`src/inc/strap_defaults_consts.vh`:
```
/*
 * constants for the port 1 strap default loader: register offsets,
 * field positions and mode encodings.
 * assumes: included by src/port1_strap_defaults.v only.
 */
`ifndef STRAP_DEFAULTS_CONSTS_VH
`define STRAP_DEFAULTS_CONSTS_VH

// ------------------------------------------------------------------
// register offsets
// ------------------------------------------------------------------
`define OFS_BASIC_CTRL   4'h0
`define OFS_AUTONEG_ADV  4'h1
`define OFS_MODE_SELECT  4'h2
`define OFS_MANUAL_PAUSE 4'h3
`define OFS_PAUSE_STATUS 4'h4

// ------------------------------------------------------------------
// field positions
// ------------------------------------------------------------------
`define BIT_RATE_SEL     13
`define BIT_AUTONEG_EN   12
`define BIT_HALFFULL     8
`define BIT_ADV_PAUSE    10
`define BIT_ADV_100FD    8
`define BIT_ADV_100HD    7
`define BIT_ADV_10FD     6
`define BIT_ADV_10HD     5
`define BIT_SEL_FIELD_LO 0
`define BIT_SEL_FIELD_HI 4
`define MODE_LO          5
`define MODE_HI          7
`define BIT_BP_EN        3
`define BIT_MANUAL_SEL   2
`define BIT_TX_PAUSE     1
`define BIT_RX_PAUSE     0

// ------------------------------------------------------------------
// reset values and mode encodings
// ------------------------------------------------------------------
`define SEL_FIELD_8023   5'h01
`define MODE_10HD        3'h0
`define MODE_10FD        3'h1
`define MODE_100HD       3'h2
`define MODE_100FD       3'h3
`define MODE_ALL_AN      3'h7
`define ZERO16           16'h0000

`endif

```
`src/src/port1_strap_defaults.v`:
```
/*
 * port 1 strap default loader: turns the speed, duplex, backpressure,
 * pause and manual pause select straps into reset defaults of the
 * port 1 control, advertisement, mode and manual pause registers,
 * which software may then overwrite, and resolves the pause enables.
 * assumes: straps are stable and synchronous to clk_i around reset
 * release; the register port is a simple one-cycle strobe slave.
 * timing: the first edge after reset release loads the registers,
 * and the second edge shows them on the status outputs. A write that
 * lands on the load edge is lost and a read there sees pre-load values, so callers wait one edge.
 * software writes replace whole register words; offset 4 is a read
 * only view of the resolved pause enables and ignores writes.
 */
`timescale 1ns/1ps
`include "strap_defaults_consts.vh"

module port1_strap_defaults
(
    input  wire        clk_i,
    input  wire        rst_n_i,
    input  wire        speed_default_i,
    input  wire        duplex_default_i,
    input  wire        autoneg_default_i,
    input  wire        port1_backpressure_default_input_i,
    input  wire        port1_pause_default_input_i,
    input  wire        port1_manual_pause_select_input_i,
    input  wire        an_pause_tx_i,
    input  wire        an_pause_rx_i,
    input  wire [3:0]  addr_i,
    input  wire [15:0] wdata_i,
    input  wire        wr_i,
    input  wire        rd_i,
    output reg  [15:0] rdata_o,
    output reg         rate_select_low_bit_o,
    output reg         halffull_mode_bit_o,
    output reg         port1_backpressure_bit_o,
    output reg         pause_tx_en_o,
    output reg         pause_rx_en_o
);

    // ------------------------------------------------------------------
    // registers
    // ------------------------------------------------------------------
    reg  [15:0] basic_ctrl_reg;       // port1 basic control
    reg  [15:0] basic_ctrl_next;
    reg  [15:0] autoneg_advert_reg;   // advertisement
    reg  [15:0] autoneg_advert_next;
    reg  [15:0] mode_select_reg;      // special modes
    reg  [15:0] mode_select_next;
    reg  [3:0]  manual_pause_reg;     // bp, manual sel, tx, rx
    reg  [3:0]  manual_pause_next;
    reg         load_pending_reg;     // one load after reset release
    reg  [15:0] rdata_next;
    reg  [2:0]  mode_dflt;            // strap derived mode
    wire        man_sel;              // manual pause select bit
    wire        tx_res;               // resolved transmit pause enable
    wire        rx_res;               // resolved receive pause enable

    // ------------------------------------------------------------------
    // strap derived mode field
    // ------------------------------------------------------------------
    // combine autoneg, speed and duplex into the mode code
    // autoneg strap wins: all capabilities with negotiation on
    always @*
    begin
        if (autoneg_default_i)
            mode_dflt = `MODE_ALL_AN;
        // fixed mode: code follows speed then duplex strap
        else
            mode_dflt = {1'b0, speed_default_i,
                         duplex_default_i};
    end

    // ------------------------------------------------------------------
    // pause resolution
    // ------------------------------------------------------------------
    // the select comes from the register, not the strap, so
    // software can switch between manual and negotiated pause
    assign man_sel = manual_pause_reg[`BIT_MANUAL_SEL];
    // manual select picks register enables over autoneg result
    assign tx_res  = man_sel ? manual_pause_reg[`BIT_TX_PAUSE]
                             : an_pause_tx_i;
    assign rx_res  = man_sel ? manual_pause_reg[`BIT_RX_PAUSE]
                             : an_pause_rx_i;

    // ------------------------------------------------------------------
    // next state: strap load then software writes
    // ------------------------------------------------------------------
    // the load has priority over a write, so a write on the load
    // edge is dropped rather than half merged with the defaults
    always @*
    begin
        // hold every register unless loaded or written
        basic_ctrl_next     = basic_ctrl_reg;
        autoneg_advert_next = autoneg_advert_reg;
        mode_select_next    = mode_select_reg;
        manual_pause_next   = manual_pause_reg;
        if (load_pending_reg)
        begin
            // straps act only in the first cycle after reset
            basic_ctrl_next = `ZERO16;
            basic_ctrl_next[`BIT_RATE_SEL] =
                speed_default_i;
            basic_ctrl_next[`BIT_HALFFULL] =
                duplex_default_i;
            basic_ctrl_next[`BIT_AUTONEG_EN] = autoneg_default_i;
            // advertisement: selector field plus capability bits
            autoneg_advert_next = `ZERO16;
            autoneg_advert_next[`BIT_SEL_FIELD_HI:`BIT_SEL_FIELD_LO] =
                `SEL_FIELD_8023;
            autoneg_advert_next[`BIT_ADV_100FD] = 1'b1;
            autoneg_advert_next[`BIT_ADV_100HD] = 1'b1;
            // 10 full under the autoneg strap, or when slow speed allows full duplex
            autoneg_advert_next[`BIT_ADV_10FD] = autoneg_default_i |
                (~speed_default_i & duplex_default_i);
            // 10 half whenever the slow speed is strapped
            autoneg_advert_next[`BIT_ADV_10HD] = autoneg_default_i |
                ~speed_default_i;
            // symmetric pause advertised only under negotiated pause
            autoneg_advert_next[`BIT_ADV_PAUSE] =
                ~port1_manual_pause_select_input_i;
            // mode field alone in the special modes word
            mode_select_next = `ZERO16;
            mode_select_next[`MODE_HI:`MODE_LO] = mode_dflt;
            // manual pause word: backpressure, select, tx, rx
            manual_pause_next[`BIT_BP_EN] =
                port1_backpressure_default_input_i;
            manual_pause_next[`BIT_MANUAL_SEL] =
                port1_manual_pause_select_input_i;
            manual_pause_next[`BIT_TX_PAUSE] =
                port1_pause_default_input_i;
            manual_pause_next[`BIT_RX_PAUSE] =
                port1_pause_default_input_i;
        end
        else if (wr_i)
        begin
            // software owns the fields after the load
            case (addr_i)
                `OFS_BASIC_CTRL:   basic_ctrl_next     = wdata_i;
                `OFS_AUTONEG_ADV:  autoneg_advert_next = wdata_i;
                `OFS_MODE_SELECT:  mode_select_next    = wdata_i;
                `OFS_MANUAL_PAUSE: manual_pause_next   = wdata_i[3:0];
                // status and unmapped offsets take no writes
                default:           ;
            endcase
        end
    end

    // ------------------------------------------------------------------
    // read mux
    // ------------------------------------------------------------------
    // unmapped offsets read as zero
    // idle cycles also return zero so read data stands one cycle
    always @*
    begin
        rdata_next = `ZERO16;
        if (rd_i)
        begin
            case (addr_i)
                `OFS_BASIC_CTRL:   rdata_next = basic_ctrl_reg;
                `OFS_AUTONEG_ADV:  rdata_next = autoneg_advert_reg;
                `OFS_MODE_SELECT:  rdata_next = mode_select_reg;
                `OFS_MANUAL_PAUSE: rdata_next = {12'h000, manual_pause_reg};
                `OFS_PAUSE_STATUS: rdata_next = {14'h0000, tx_res, rx_res};
                default:           rdata_next = `ZERO16;
            endcase
        end
    end

    // ------------------------------------------------------------------
    // state and output flops
    // ------------------------------------------------------------------
    // reset holds constants; straps land one edge after release
    // status outputs trail their register fields, or the negotiated pause inputs, by one edge
    always @(posedge clk_i or negedge rst_n_i)
    begin
        // reset: arm the strap load, clear everything else
        if (!rst_n_i)
        begin
            load_pending_reg         <= 1'b1;
            basic_ctrl_reg           <= `ZERO16;
            autoneg_advert_reg       <= `ZERO16;
            mode_select_reg          <= `ZERO16;
            manual_pause_reg         <= 4'h0;
            rdata_o                  <= `ZERO16;
            rate_select_low_bit_o    <= 1'b0;
            halffull_mode_bit_o      <= 1'b0;
            port1_backpressure_bit_o <= 1'b0;
            pause_tx_en_o            <= 1'b0;
            pause_rx_en_o            <= 1'b0;
        end
        // running: the load fires once, then registers follow next
        else
        begin
            load_pending_reg         <= 1'b0;
            basic_ctrl_reg           <= basic_ctrl_next;
            autoneg_advert_reg       <= autoneg_advert_next;
            mode_select_reg          <= mode_select_next;
            manual_pause_reg         <= manual_pause_next;
            rdata_o                  <= rdata_next;
            rate_select_low_bit_o    <= basic_ctrl_reg[`BIT_RATE_SEL];
            halffull_mode_bit_o      <= basic_ctrl_reg[`BIT_HALFFULL];
            port1_backpressure_bit_o <= manual_pause_reg[`BIT_BP_EN];
            pause_tx_en_o            <= tx_res;
            pause_rx_en_o            <= rx_res;
        end
    end

endmodule // port1_strap_defaults

```
`config.mk`:
```
export PLATFORM = sky130hd
export DESIGN_NAME = port1_strap_defaults
export DESIGN_NICKNAME = d
export VERILOG_FILES = /design/src/src/port1_strap_defaults.v
export VERILOG_INCLUDE_DIRS = /design/src /design/src/inc
export SDC_FILE = /design/constraint.sdc
export NUM_CORES = 1
export LEC_CHECK = 0
export ABC_AREA = 1
export BUFFER_PORTS_ARGS = -buffer_cell sky130_fd_sc_hd__buf_2
export CAP_MARGIN = 20
export CORE_ASPECT_RATIO = 1.75
export CORE_MARGIN = 5
export CORE_UTILIZATION = 56
export DETAILED_ROUTE_END_ITERATION = 7
export GPL_TIMING_DRIVEN = 0
export HOLD_SLACK_MARGIN = 0.1
export PLACE_DENSITY = 0.76
export SKIP_LAST_GASP = 1
export SLEW_MARGIN = 0
export SYNTH_ARGS = -nofsm -noshare
export SYNTH_HDL_FRONTEND = slang
export SYNTH_SLANG_ARGS = --single-unit
```
`constraint.sdc`:
```
create_clock -name clk_i -period 1.5 [get_ports clk_i]
set_input_delay 0.225 -clock clk_i [delete_from_list [all_inputs] [get_ports clk_i]]
set_output_delay 0.225 -clock clk_i [all_outputs]
set_load 0.005 [all_outputs]
```
==> flow_summary.ini <==
[floorplanning]
io_pins = 53
die_w_um = 69.25
fp.dieH_um = 113.7
initial_utilization = 0.5804
rows = 37
core_area_um2 = 5926
die_area_um2 = 7871

[global_routing]
grt_first_pass_wirelength_mm = 15.45
grt_pass1_vias = 3177
grt_usage = 0.2513
grt_max_degree = 75
grt_overflow_total = 0
antenna_found_initial = 0

[setup_path]
critical_path_class = flop to flop
critPathCaptureType = flop
slowest_stage = dfstp_2
max_stage_delay_ns = 0.60
worstPathRequired_ns = 1.75
critPathLaunchType = flop
critPathArrivalTime_ns = 1.66
cpMostUsedCell = nand2_1
crit_chain = inv_2 > buf_2 > nand2_2 > nand2_1 > o21ai_0 > nand2_1
cp_max_fo = 10

[placed_design]
dp_hpwl_mm = 6.150
place_inst = 539
io_buffers = 50
gp_congestion = 0.9193
place_area_um2 = 3790

[synthesis]
synth_cell_types = 25
synth-seq-cells = 74
syn_inst = 411
synth_area_um2 = 3440
syn_avg_cell_area_um2 = 8.369
synth_fp_nets = 443
yosysWarnings = 0
ys_seq_area_frac = 0.5387

[cts]
clk_pin_slew_worst_paths_ns = 0.08
h-tree-depth = 3
postCtsSetupBuffers = 0
cts_made_buffers = 9
clk_latency_ns = 0.36
clkSinkCount = 74
cts_tree = built
cts_buffer_depth = 2
clockRootBuffer = clkbuf_8

[drt]
antenna_left = 0
drc = 0
drt_iter0_drc = 322
wl_per_cell_um = 16.25
drt-total-wl_mm = 9.069
dr.pass1.iters = 5
viasPerCell = 5.554
num_vias = 3099

[sta]
rsz0062_at_grt = no
fin_skew_ns = 0.007133
final_hold_viol_count = 0
finalSetupViolations = 0
relSlewSlack = 0.3840
holdWs_ns = 0.1272
worst_pin_slew_ns = 0.9240
drv_slew = 0
tns_ns = 0
period_share = 0.9435
min_period_ns = 1.415
fmax_ghz = 0.7066

[status]
status = finished, final reports clean

[run]
maxCapViolations = 0

[final_layout]
n_antenna_cell = 0
stdcell_count = 558
design_area_um2 = 4079
fill_cells = 529
finalNetCount = 507
layout-drive-gt1-share = 0.2208
area_growth_syn_to_layout_pct = 18.59

[power_and_ir_drop]
power_leakage_nw = 2.249
peakVddDrop_mv = 0.7167
power_density_nw_per_um2 = 1127

[hold_path]
min_path_type = primary input to flop
==> metrics by stage <==
step,setup slack (ns),util,power (mW)
2_1_floorplan,0.2974,-,2.476
3_3_place_gp,-0.2131,0.6391,2.675
3_5_place_dp,-0.0004984,0.6396,2.689
4_1_cts,0.04671,0.6875,4.618
5_1_grt,0.01519,0.6883,4.791
6_report,0.08481,0.6883,4.596
==> Yosys cell counts <==
master	count	share of area
nand2_1	114	0.12
nand3_1	76	0.11
dfrtp_1	73	0.53
inv_1	34	0.037
o21ai_0	32	0.047
nor2_1	27	0.029
buf_2	11	0.016
o21ai_2	9	0.023
nand4_1	5	0.0091
nor2_4	5	0.016
buf_4	3	0.0065
clkbuf_1	3	0.0033
a21oi_1	2	0.0029
buf_1	2	0.0022
buf_6	2	0.0065
inv_2	2	0.0022
nand3_2	2	0.0058
o21ai_1	2	0.0029
a21boi_0	1	0.0022
conb_1	1	0.0011
dfstp_2	1	0.0076
nand2_2	1	0.0018
nand2_4	1	0.0033
nor2_8	1	0.0058
o211ai_1	1	0.0022
==> logic make-up after synthesis <==
logic type      share of synthesized area
simple gates                       0.3067
flops                              0.5387
buf+inv                           0.07384
compound gates                    0.07967
other cells                      0.001090
==> cells in the final DEF, fill, tap and decap left out <==
master,n
nor2_8,1
a21oi_1,2
dfstp_2,1
nand3_2,2
nand3_1,76
inv_2,2
inv_1,34
clkbuf_1,3
buf_1,2
clkbuf_8,11
nand2_2,3
conb_1,1
clkbuf_2,1
nand2_1,112
nor2_1,27
bufinv_16,3
buf_2,60
nand4_1,5
nand2_4,1
buf_4,4
o21ai_1,2
nor2_4,5
o21ai_0,32
dlygate4sd3_1,3
o211ai_1,1
clkinvlp_4,1
o21ai_2,9
buf_6,2
dfrtp_1,73
a21boi_0,1
==> repair_timing <==
item                                    in CTS  in global routing
hold buffers                                 3                  0
pin swaps                                    0                  0
resized for setup                            1                  2
endpoints found under the setup margin       6                  2
hold endpoints to repair                    75                  0
==> area by class of cell <==
class                           count  area, µm²  share of cell area
Clock buffer                       12      155.1             0.03804
Sequential cell                    74       1853              0.4543
Multi-Input combinational cell    280       1338              0.3279
Tap cell                           78      97.59             0.02393
Buffer                             21      120.1             0.02945
Timing Repair Buffer               53      282.8             0.06933
Inverter                           36      135.1             0.03313
Clock inverter                      4      97.59             0.02393
==> worst max-delay path, delay by kind of cell (launching register included) <==
kind                   cells  cell delay [ns]
AOI/OAI and AO/OA          1             0.09
buffers and inverters      2             0.35
DFF                        1             0.60
and+or+nand+nor            3             0.26
==> per-layer routing <==
| layer | up-vias | GRT usage | part of all wire |
|---|---|---|---|
| met2 | 125 | 0.4279 | 0.51 |
| met3 | 29 | 0.04145 | 0.056 |
| met1 | 1491 | 0.3001 | 0.40 |
| met5 | - | 0 | 0 |
| met4 | 0 | 0.1408 | 0.038 |
| li1 | 1454 | - | - |
==> where the power goes <==
part           internal [mW]  total (mW)  switching, mW
logic                  0.162       0.485          0.323
registers               2.11        2.18         0.0655
clock network           1.20        1.93          0.736
total                   3.47        4.60           1.12
==> worst paths after layout <==
check	start	endpoint	slack [ns]	cells after the start
worst max-delay path	load_pending_reg	manual_pause_reg[0]	0.08	6
worst min register to register	basic_ctrl_reg[8]	halffull_mode_bit_o	0.38	0
min in group asynchronous	rst_n_i	pause_rx_en_o	0.54	2
max in group asynchronous	rst_n_i	basic_ctrl_reg[7]	0.37	2
worst min-delay path	an_pause_tx_i	pause_tx_en_o	0.13	3
worst max register to register	load_pending_reg	manual_pause_reg[0]	0.08	6
Power figures use the tool's default switching activity.
